$ cat src/rtl/dcs_pkg.sv
// Constants and types shared by the debug command and status unit
//
// Contract
// - Sixteen-bit counter advances once per system clock.
// - Counts after debug exit; stops in debug or FFFF.
// - Host drives unit only through command codes.
// - Debug mode accepts all unless read-lock programmed.
// - Normal mode executes only 00, 02, 04, 05.
// - Code 02 returns status in every mode.
// - Code 04 writes, 05 reads control, any mode.
// - Read-lock: control write cannot clear debug bit.
// - Read-lock: register writes only hit flash controls.
// - Read-lock: flash control accepts only mass erase.
// - Read-lock disables 06, 07, 09, 0A, 0B, 0C.
// - Read-lock: program memory never read out.
// - Status bit 7 shows debug mode.
// - Status bit 6 shows processor halt.
// - Status bit 5 zero while read-lock restricts.
// - Status bit 5 one when read-lock ineffective.
// - Status bits 4..0 always read zero.
// - User mass erase refused, debug-port erase allowed.
package dcs_pkg;
  // Command codes carried on the debug link
  localparam logic [7:0] CMD_REV_RD = 8'h00;
  localparam logic [7:0] CMD_STAT_RD = 8'h02;
  localparam logic [7:0] CMD_CNT_RD = 8'h03;
  localparam logic [7:0] CMD_CTL_WR = 8'h04;
  localparam logic [7:0] CMD_CTL_RD = 8'h05;
  localparam logic [7:0] CMD_PC_WR = 8'h06;
  localparam logic [7:0] CMD_PC_RD = 8'h07;
  localparam logic [7:0] CMD_REG_WR = 8'h08;
  localparam logic [7:0] CMD_REG_RD = 8'h09;
  localparam logic [7:0] CMD_PMEM_WR = 8'h0A;
  localparam logic [7:0] CMD_PMEM_RD = 8'h0B;
  localparam logic [7:0] CMD_DMEM_WR = 8'h0C;
  localparam logic [7:0] CMD_DMEM_RD = 8'h0D;
  // Status register layout
  localparam int STAT_DBG_BIT = 7;
  localparam int STAT_HALT_BIT = 6;
  localparam int STAT_LOCK_BIT = 5;
  localparam logic [4:0] STAT_RSVD_VAL = 5'h00;
  localparam logic [7:0] STAT_RESET = 8'h00;
  // Control register layout
  localparam int CTL_DBG_BIT = 7;
  localparam logic [7:0] CTL_RESET = 8'h00;
  localparam logic [7:0] CTL_DBG_MASK = 8'h80;
  // Runtime counter limits
  localparam logic [15:0] CNT_MAX = 16'hFFFF;
  localparam logic [15:0] CNT_RESET = 16'h0000;
  localparam logic [15:0] CNT_STEP = 16'h0001;
  // Register file address width on the core side
  localparam int RADDR_W = 12;
  localparam logic [15:0] RSP_IDLE = 16'h0000;
endpackage : dcs_pkg

$ cat src/rtl/dcs_runtime_counter.sv
// Saturating runtime counter that measures cycles between debug stops
`timescale 1ns/10ps
`default_nettype none
module dcs_runtime_counter
  import dcs_pkg::*;
#(
  parameter int WIDTH = 16
)
(
  // Clock and reset
  input wire logic mclk,
  input wire logic resetn,
  // Mode from the control register
  input wire logic debug_mode,
  // Counter value
  output logic [WIDTH-1:0] count
);
  logic was_debug; // Debug mode one cycle ago, to see the exit
  logic [WIDTH-1:0] next_count;
  logic next_was_debug;

  // Next value: restart on exit, hold in debug, stop at the top
  always_comb
  begin
    next_was_debug = debug_mode;
    next_count = count;
    if (debug_mode)
    begin
      next_count = count;
    end
    else if (was_debug)
    begin
      // First cycle outside debug counts as cycle one
      next_count = WIDTH'(CNT_STEP);
    end
    else if (count != WIDTH'(CNT_MAX))
    begin
      next_count = count + WIDTH'(CNT_STEP);
    end
    // At the top it simply holds; wrapping would fake a short interval
  end

  // Registers only
  always_ff @(posedge mclk or negedge resetn)
  begin
    if (!resetn)
    begin
      count <= WIDTH'(CNT_RESET);
      was_debug <= 1'b0;
    end
    else
    begin
      count <= next_count;
      was_debug <= next_was_debug;
    end
  end
endmodule // dcs_runtime_counter
`default_nettype wire

$ cat src/rtl/dcs_debug_unit.sv
// Debug command decoder, mode and read-lock gating, status and counter
`timescale 1ns/10ps
`default_nettype none
module dcs_debug_unit
  import dcs_pkg::*;
#(
  parameter logic [7:0] REVISION = 8'h5A, // Arbitrary revision value
  parameter logic [RADDR_W-1:0] FLASH_REG_LO = 12'hFF8, // Flash control block start
  parameter logic [RADDR_W-1:0] FLASH_REG_HI = 12'hFF9, // Flash control block end
  parameter logic [RADDR_W-1:0] FLASH_CTL_ADDR = 12'hFF8, // Flash control register
  parameter logic [7:0] MASS_ERASE_VAL = 8'h63 // Mass erase command value
)
(
  // Clock and reset
  input wire logic mclk,
  input wire logic resetn,
  // Command from the debug link
  input wire logic cmd_valid,
  input wire logic [7:0] cmd_code,
  input wire logic [RADDR_W-1:0] cmd_addr,
  input wire logic [7:0] cmd_data,
  // Answer to the debug link
  output logic rsp_valid,
  output logic [15:0] rsp_data,
  // System state
  input wire logic halt_mode,
  input wire logic flash_read_lock_option,
  input wire logic user_mass_erase_req,
  // Requests forwarded to the core
  output logic core_cmd_valid,
  output logic [7:0] core_cmd_code,
  output logic [RADDR_W-1:0] core_addr,
  output logic [7:0] core_data,
  input wire logic core_rd_valid,
  input wire logic [7:0] core_rd_data,
  // Flash mass erase and refusal
  output logic mass_erase_go,
  output logic user_erase_refused,
  // Mode and status
  output logic debug_mode_ctl_bit,
  output logic [7:0] debug_state_flags
);
  logic [7:0] ctl; // Debug control register
  logic [15:0] run_count; // Runtime counter value
  logic lock; // Read-lock restricts commands
  logic read_lock_effect_flag; // Status view: one when lock has no effect
  logic accept; // Command is legal now
  logic to_core; // Accepted command is carried by the core
  logic [7:0] status_now; // Live status byte
  logic [7:0] next_ctl;
  logic next_rsp_valid;
  logic [15:0] next_rsp_data;
  logic next_core_valid;
  logic [7:0] next_core_code;
  logic [RADDR_W-1:0] next_core_addr;
  logic [7:0] next_core_data;
  logic next_erase;
  logic next_refused;

  assign debug_mode_ctl_bit = ctl[CTL_DBG_BIT];
  assign lock = flash_read_lock_option;
  assign read_lock_effect_flag = ~lock;

  // Live status byte, low bits tied to the reserved value
  always_comb
  begin
    status_now = STAT_RESET;
    status_now[STAT_DBG_BIT] = debug_mode_ctl_bit;
    status_now[STAT_HALT_BIT] = halt_mode;
    status_now[STAT_LOCK_BIT] = read_lock_effect_flag;
    status_now[4:0] = STAT_RSVD_VAL;
  end

  // Gate each code by mode and read-lock; anything else is dropped
  always_comb
  begin
    accept = 1'b0;
    to_core = 1'b0;
    unique case (cmd_code)
      CMD_REV_RD, CMD_STAT_RD, CMD_CTL_WR, CMD_CTL_RD:
      begin
        accept = 1'b1;
      end
      CMD_CNT_RD:
      begin
        accept = debug_mode_ctl_bit;
      end
      CMD_PC_WR, CMD_PC_RD, CMD_REG_RD, CMD_PMEM_WR, CMD_PMEM_RD, CMD_DMEM_WR:
      begin
        // Program memory and core state stay hidden under lock
        accept = debug_mode_ctl_bit && !lock;
        to_core = accept;
      end
      CMD_REG_WR:
      begin
        if (!lock)
        begin
          accept = debug_mode_ctl_bit;
        end
        else if (cmd_addr < FLASH_REG_LO || cmd_addr > FLASH_REG_HI)
        begin
          accept = 1'b0;
        end
        else if (cmd_addr == FLASH_CTL_ADDR)
        begin
          accept = debug_mode_ctl_bit && (cmd_data == MASS_ERASE_VAL);
        end
        else
        begin
          accept = debug_mode_ctl_bit;
        end
        to_core = accept;
      end
      CMD_DMEM_RD:
      begin
        accept = debug_mode_ctl_bit;
        to_core = accept;
      end
      default:
      begin
        accept = 1'b0;
      end
    endcase
  end

  // Next control value, answer and core request
  always_comb
  begin
    next_ctl = ctl;
    next_rsp_valid = 1'b0;
    next_rsp_data = RSP_IDLE;
    next_core_valid = 1'b0;
    next_core_code = core_cmd_code;
    next_core_addr = core_addr;
    next_core_data = core_data;
    next_erase = 1'b0;
    // User code may never mass erase; only the link path drives it
    next_refused = user_mass_erase_req;
    if (cmd_valid && accept)
    begin
      unique case (cmd_code)
        CMD_REV_RD:
        begin
          next_rsp_valid = 1'b1;
          next_rsp_data = {8'h00, REVISION};
        end
        CMD_STAT_RD:
        begin
          next_rsp_valid = 1'b1;
          next_rsp_data = {8'h00, status_now};
        end
        CMD_CNT_RD:
        begin
          next_rsp_valid = 1'b1;
          next_rsp_data = run_count;
        end
        CMD_CTL_WR:
        begin
          // Under lock a set debug bit survives; other bits still land
          next_ctl = cmd_data | (lock ? (ctl & CTL_DBG_MASK) : CTL_RESET);
        end
        CMD_CTL_RD:
        begin
          next_rsp_valid = 1'b1;
          next_rsp_data = {8'h00, ctl};
        end
        default:
        begin
          next_rsp_valid = 1'b0;
        end
      endcase
      if (to_core)
      begin
        next_core_valid = 1'b1;
        next_core_code = cmd_code;
        next_core_addr = cmd_addr;
        next_core_data = cmd_data;
        next_erase = (cmd_code == CMD_REG_WR) && (cmd_addr == FLASH_CTL_ADDR)
                     && (cmd_data == MASS_ERASE_VAL);
      end
    end
    // Core read data is passed on when no local answer competes
    if (core_rd_valid && !next_rsp_valid)
    begin
      next_rsp_valid = 1'b1;
      next_rsp_data = {8'h00, core_rd_data};
    end
  end

  // Registers only
  always_ff @(posedge mclk or negedge resetn)
  begin
    if (!resetn)
    begin
      ctl <= CTL_RESET;
      rsp_valid <= 1'b0;
      rsp_data <= RSP_IDLE;
      core_cmd_valid <= 1'b0;
      core_cmd_code <= CMD_REV_RD;
      core_addr <= '0;
      core_data <= 8'h00;
      mass_erase_go <= 1'b0;
      user_erase_refused <= 1'b0;
      debug_state_flags <= STAT_RESET;
    end
    else
    begin
      ctl <= next_ctl;
      rsp_valid <= next_rsp_valid;
      rsp_data <= next_rsp_data;
      core_cmd_valid <= next_core_valid;
      core_cmd_code <= next_core_code;
      core_addr <= next_core_addr;
      core_data <= next_core_data;
      mass_erase_go <= next_erase;
      user_erase_refused <= next_refused;
      debug_state_flags <= status_now;
    end
  end

  // Runtime counter
  dcs_runtime_counter #(
    .WIDTH(16)
  ) u_counter (
    .mclk(mclk),
    .resetn(resetn),
    .debug_mode(debug_mode_ctl_bit),
    .count(run_count)
  );

  // Counter advances by one outside debug below the top
  property p_cnt_step;
    @(posedge mclk) disable iff (!resetn)
    (!debug_mode_ctl_bit && $past(!debug_mode_ctl_bit) && run_count != CNT_MAX)
      |=> (run_count == $past(run_count) + CNT_STEP) || debug_mode_ctl_bit;
  endproperty
  a_cnt_step: assert property (p_cnt_step) else $error("counter did not step");

  // Counter frozen while in debug and held at the top outside debug
  property p_cnt_hold;
    @(posedge mclk) disable iff (!resetn)
    ((debug_mode_ctl_bit && $past(debug_mode_ctl_bit)) ||
     (run_count == CNT_MAX && !debug_mode_ctl_bit && !$past(debug_mode_ctl_bit)))
      |=> $stable(run_count);
  endproperty
  a_cnt_hold: assert property (p_cnt_hold) else $error("counter moved when held");

  // Status byte mirrors mode, halt and lock one cycle later
  property p_status;
    @(posedge mclk) disable iff (!resetn)
    1'b1 |=> debug_state_flags == {$past(debug_mode_ctl_bit), $past(halt_mode),
                                   !$past(flash_read_lock_option), 5'h00};
  endproperty
  a_status: assert property (p_status) else $error("status byte wrong");

  // Status read answered next cycle with the status byte
  property p_stat_rd;
    @(posedge mclk) disable iff (!resetn)
    (cmd_valid && cmd_code == CMD_STAT_RD)
      |=> rsp_valid && rsp_data[7:0] == {$past(debug_mode_ctl_bit), $past(halt_mode),
                                         !$past(flash_read_lock_option), 5'h00};
  endproperty
  a_stat_rd: assert property (p_stat_rd) else $error("status read not answered");

  // Normal mode forwards nothing to the core
  property p_normal_block;
    @(posedge mclk) disable iff (!resetn)
    (cmd_valid && !debug_mode_ctl_bit) |=> !core_cmd_valid;
  endproperty
  a_normal_block: assert property (p_normal_block) else $error("core command in normal");

  // Locked debug bit cannot be cleared by a control write
  property p_dbg_keep;
    @(posedge mclk) disable iff (!resetn)
    (cmd_valid && cmd_code == CMD_CTL_WR && flash_read_lock_option && debug_mode_ctl_bit)
      |=> debug_mode_ctl_bit;
  endproperty
  a_dbg_keep: assert property (p_dbg_keep) else $error("debug bit cleared under lock");

  // Locked program memory read never reaches the core
  property p_lock_pmem;
    @(posedge mclk) disable iff (!resetn)
    (cmd_valid && flash_read_lock_option &&
     (cmd_code == CMD_PMEM_RD || cmd_code == CMD_PC_RD || cmd_code == CMD_REG_RD))
      |=> !core_cmd_valid;
  endproperty
  a_lock_pmem: assert property (p_lock_pmem) else $error("locked read forwarded");

  // Locked register write outside flash block is dropped
  property p_lock_regwr;
    @(posedge mclk) disable iff (!resetn)
    (cmd_valid && flash_read_lock_option && cmd_code == CMD_REG_WR &&
     (cmd_addr < FLASH_REG_LO || cmd_addr > FLASH_REG_HI)) |=> !core_cmd_valid;
  endproperty
  a_lock_regwr: assert property (p_lock_regwr) else $error("locked write forwarded");

  // User erase request refused, never turned into an erase
  property p_user_erase;
    @(posedge mclk) disable iff (!resetn)
    (user_mass_erase_req && !(cmd_valid && cmd_code == CMD_REG_WR))
      |=> user_erase_refused && !mass_erase_go;
  endproperty
  a_user_erase: assert property (p_user_erase) else $error("user erase not refused");

  // Reserved code changes no control state and gives no answer of its own
  property p_reserved;
    @(posedge mclk) disable iff (!resetn)
    (cmd_valid && cmd_code == 8'h01 && !core_rd_valid)
      |=> !rsp_valid && !core_cmd_valid && $stable(debug_mode_ctl_bit);
  endproperty
  a_reserved: assert property (p_reserved) else $error("reserved code acted");
endmodule // dcs_debug_unit
`default_nettype wire

$ cat config.mk
export PLATFORM = sky130hd
export DESIGN_NAME = dcs_debug_unit
export DESIGN_NICKNAME = d
export VERILOG_FILES = /design/src/rtl/dcs_pkg.sv /design/src/rtl/dcs_runtime_counter.sv /design/src/rtl/dcs_debug_unit.sv
export SDC_FILE = /design/constraint.sdc
export NUM_CORES = 1
export LEC_CHECK = 0
export ABC_AREA = 1
export BUFFER_PORTS_ARGS = -buffer_cell sky130_fd_sc_hd__buf_2
export CORE_ASPECT_RATIO = 1.2
export CORE_UTILIZATION = 59
export CTS_BUF_LIST = sky130_fd_sc_hd__clkbuf_4 sky130_fd_sc_hd__clkbuf_8
export CTS_CLUSTER_SIZE = 8
export DETAILED_ROUTE_END_ITERATION = 7
export HOLD_SLACK_MARGIN = 0.05
export PLACE_DENSITY = 0.87
export SLEW_MARGIN = 20
export SYNTH_ARGS = -nofsm -noshare
export SYNTH_HDL_FRONTEND = slang
export SYNTH_HIERARCHICAL = 1
export SYNTH_SLANG_ARGS = --single-unit
$ cat constraint.sdc
create_clock -name mclk -period 2.3 [get_ports mclk]
set_input_delay 0.115 -clock mclk [delete_from_list [all_inputs] [get_ports mclk]]
set_output_delay 0.115 -clock mclk [all_outputs]
set_load 0.02 [all_outputs]
==> key figures <==
Logic synthesis
  • Synthesized area per cell: 8.36 µm²
  • Ys flop type: dfrtp_1
  • Post-synth EDFFs: 0
  • Synth area leader: dfrtp_1
  • Yosys reg bits: 76
  • Post-Syn Area: between 3000 and 4000 µm²
  • Yosys top cell area share: 47.8%
  • Syn Inst Count: 476
  • Synth warn: 6
  • Top post-synthesis cells by count: nand2_1 (160), dfrtp_1 (76), inv_1 (39), nand3_1 (37), nand4_1 (29)
  • Ranking of synthesized cells by area: dfrtp_1 (48%), nand2_1 (15%), nand3_1 (4.7%)
  • Ys async rst share: between 90% and 100%
  • Sequential cell area fraction in the yosys report: 47.8%
  • Yosys cell types: 36
  • Most frequent cell after synthesis: nand2_1

Power and ir drop
  • Pwr dens: 589 nW/µm²
  • Leak: 2.65 nW
  • Switching share of power: 31.2%
  • Clock network fraction of design power: 32.9%
  • Int Pwr: around 0.0020 W
  • Combinational Power Share: between 10 and 15%
  • Maximum vdd ir drop: ~0.41 mV
  • Sw power: 0.000909 W
  • Share of power burned in registers: 52.3%

Floorplan
  • Starting Density: 61.3%
  • Die area: 7080 µm²
  • Die X: 77.0 µm
  • Core ar.: between 6000 and 7000 µm²
  • I/O pin count: 100
  • DIE HEIGHT: between 90 and 100 µm
  • Site Rows: 32

Critical path
  • CP max FO: 30
  • Top Family by Delay on Critical Path: simple AND/OR/NAND/NOR gates
  • CP required: 2.56 ns
  • CP bufs+invs: 2
  • CP Launch Type: input pin
  • Worst path max stage delay: approximately 0.54 ns
  • Worst Setup End Kind: flip-flop
  • CP most frequent cell: nand2_1
  • Cell at the slowest stage of the critical path: dlygate4sd3_1
  • CP Class: in -> reg
  • Cell Chain, Critical Path: dlygate4sd3_1, buf_2, nor2_1, nand3_1, nor2_1, nand2_1, nand2_1, nand2_2, nand2_2, nand3_4, nand2_1, nand2_1
  • Worst path arrival time: between 2 and 2.5 ns

STA
  • RSZ-0062 raised after global routing: no
  • Fin crit share: 91.5%
  • Final hold violations: 0
  • TNS Setup: 0 ns
  • Worst-margin pin slew: 0.939 ns
  • Post-route clock skew: 0.0134 ns
  • Post-route minimum period: 2.10 ns
  • Fmax: 0.475 GHz
  • Max-slew headroom: roughly 37%
  • Worst Hold Slack: around 0.076 ns
  • # setup viols final: 0
  • Fin. max-slew vios: 0

Final layout
  • Final net count: 644
  • Ant. Diodes: 0
  • Synth-to-layout area growth: 24.2%
  • Share of post-route cells with drive strength above 1: 29.3%
  • Sequential cell area: 1900 µm²
  • Fillcell total: 493
  • Area of the multi-input gates: 1770 µm²

Hold path
  • Tightest Hold Check Type: in -> reg

Clock network
  • Root buf cell: clkbuf_8
  • Buffer count from post-CTS setup fixing: 0
  • Clock tree from TritonCTS: yes
  • Clk buf depth: 2
  • Clock transition at path regs: 0.09 ns
  • H-tree depth: 3
  • TritonCTS Buffers: 9
  • Post-CTS sizing: 0
  • Clk Latency, worst-skew pair: 0.37 ns
  • Sinks on Clock Net: 76

GRT
  • Total GRT Usage: 29.8%
  • Initial antenna violation count: 0
  • Grt total ovfl: 0
  • Vias in the first global route: 3534
  • First-pass GRT wire length: 16.4 mm
  • Largest net degree at the start of global routing: 77

Place
  • GPL Wtd Cong: 0.860
  • HPWL after detailed placement: 6.41 mm
  • PortBufs: 94

Detailed routing
  • Vias per cell: 5.23
  • DRC Markers: 0
  • Iter 0 DRT Violations: 310
  • Routed WL: just under 10 mm
  • Post-route ant nets: 0
  • Vias: 3606
  • Routed len/inst: approximately 14 µm
  • Drt pass-1 iters: 4

Run
  • Max-Cap Viols: 0

Run status
  • Status: finished, final reports clean
[tightest hold or removal path: stages]
cell and delay, ns:
buf_2 0.13, nand4_1 0.10, nand2_1 0.05
[logic make-up after synthesis]
logic type,after synthesis,share of synthesized area (%)
simple gates,302,37.1
fa+ha+maj,1,0.314
compound gates,29,5.91
other cells,1,0.0942
xor+xnor,3,0.660
flops,76,47.8
buf+inv,64,8.11
[per-stage QoR]
stage / instance area [µm²] / cells / util, % / total power [W] / setup WS [ns]
floorplan: 3990 / 480 / - / 0.00178 / 0.620
global route: 4940 / 690 / 76.2 / 0.00303 / 0.0178
finish: 4940 / 690 / 76.2 / 0.00291 / 0.196
global placement: 4440 / 642 / 68.4 / 0.00191 / 0.427
CTS: 4940 / 690 / 76.2 / 0.00290 / 0.231
detailed placement: 4440 / 642 / 68.4 / 0.00193 / 0.347
[final timing paths]
| check | cells past startpoint | slack, ns | endpoint | start |
|---|---|---|---|---|
| max | 12 | 0.20 | core_addr[9] | cmd_addr[1] |
| min | 3 | 0.08 | core_data[7] | cmd_data[7] |
| max reg2reg | 9 | 0.33 | core_addr[9] | ctl[7] |
| min reg2reg | 2 | 0.48 | core_data[2] | core_data[2] |
| max in group asynchronous | 2 | 1.26 | core_addr[2] | resetn |
| min in group asynchronous | 2 | 0.44 | rsp_data[5] | resetn |
[power groups by stage]
stage          Sequential, W  Combinational, W  Clock (W)
3_5_place_dp         0.00154          0.000387          0
6_report             0.00152          0.000433   0.000956
4_1_cts              0.00152          0.000427   0.000961
5_1_grt              0.00153          0.000484    0.00102
3_3_place_gp         0.00154          0.000374          0
2_1_floorplan        0.00152          0.000256          0
[layout by cell type (no fill, tap or decap), types with 6 or more instances in the layout]
master         synthesis  routed
nand2_1              160     160
buf_2                  3      93
dfrtp_1               76      76
inv_1                 39      39
nand3_1               37      37
dlygate4sd3_1          0      32
nand4_1               29      29
nor2_1                26      26
o21ai_2               15      15
nor2_2                14      14
nand2_2               11      11
clkbuf_8               0       9
nor3_1                 6       6
[sequential cells by signal, summed over array words and instances, names as in the netlist]
name	flops
u_counter/was_debug	1
user_erase_refused	1
rsp_data	16
core_cmd_code	8
debug_state_flags	3
rsp_valid	1
mass_erase_go	1
core_addr	12
core_data	8
ctl	8
u_counter/count	16
core_cmd_valid	1
[layout make-up]
type                    count  area share (%)
clock inverters             7            1.17
well taps                  85            2.15
inverters                  44            3.34
flip-flops and latches     76            38.5
repair buffers            129            16.5
multi-input cells         340            35.8
clock buffers               9            2.51
[metal layers]
layer  vias to the layer above  GRT usage, %  part of all wire (%)
met3                        17          5.77                   5.7
met4                         0          13.1                   2.1
li1                       1767             -                     -
met1                      1678          37.0                    41
met5                         -             0                     0
met2                       144          50.3                    51
[what timing repair did]
action | 4_1_cts | 5_1_grt
endpoints found under the setup margin | 0 | 0
endpoints found under the hold margin | 111 | 0
hold buffers | 32 | 0
No activity file was read; power rests on OpenSTA's default activity.
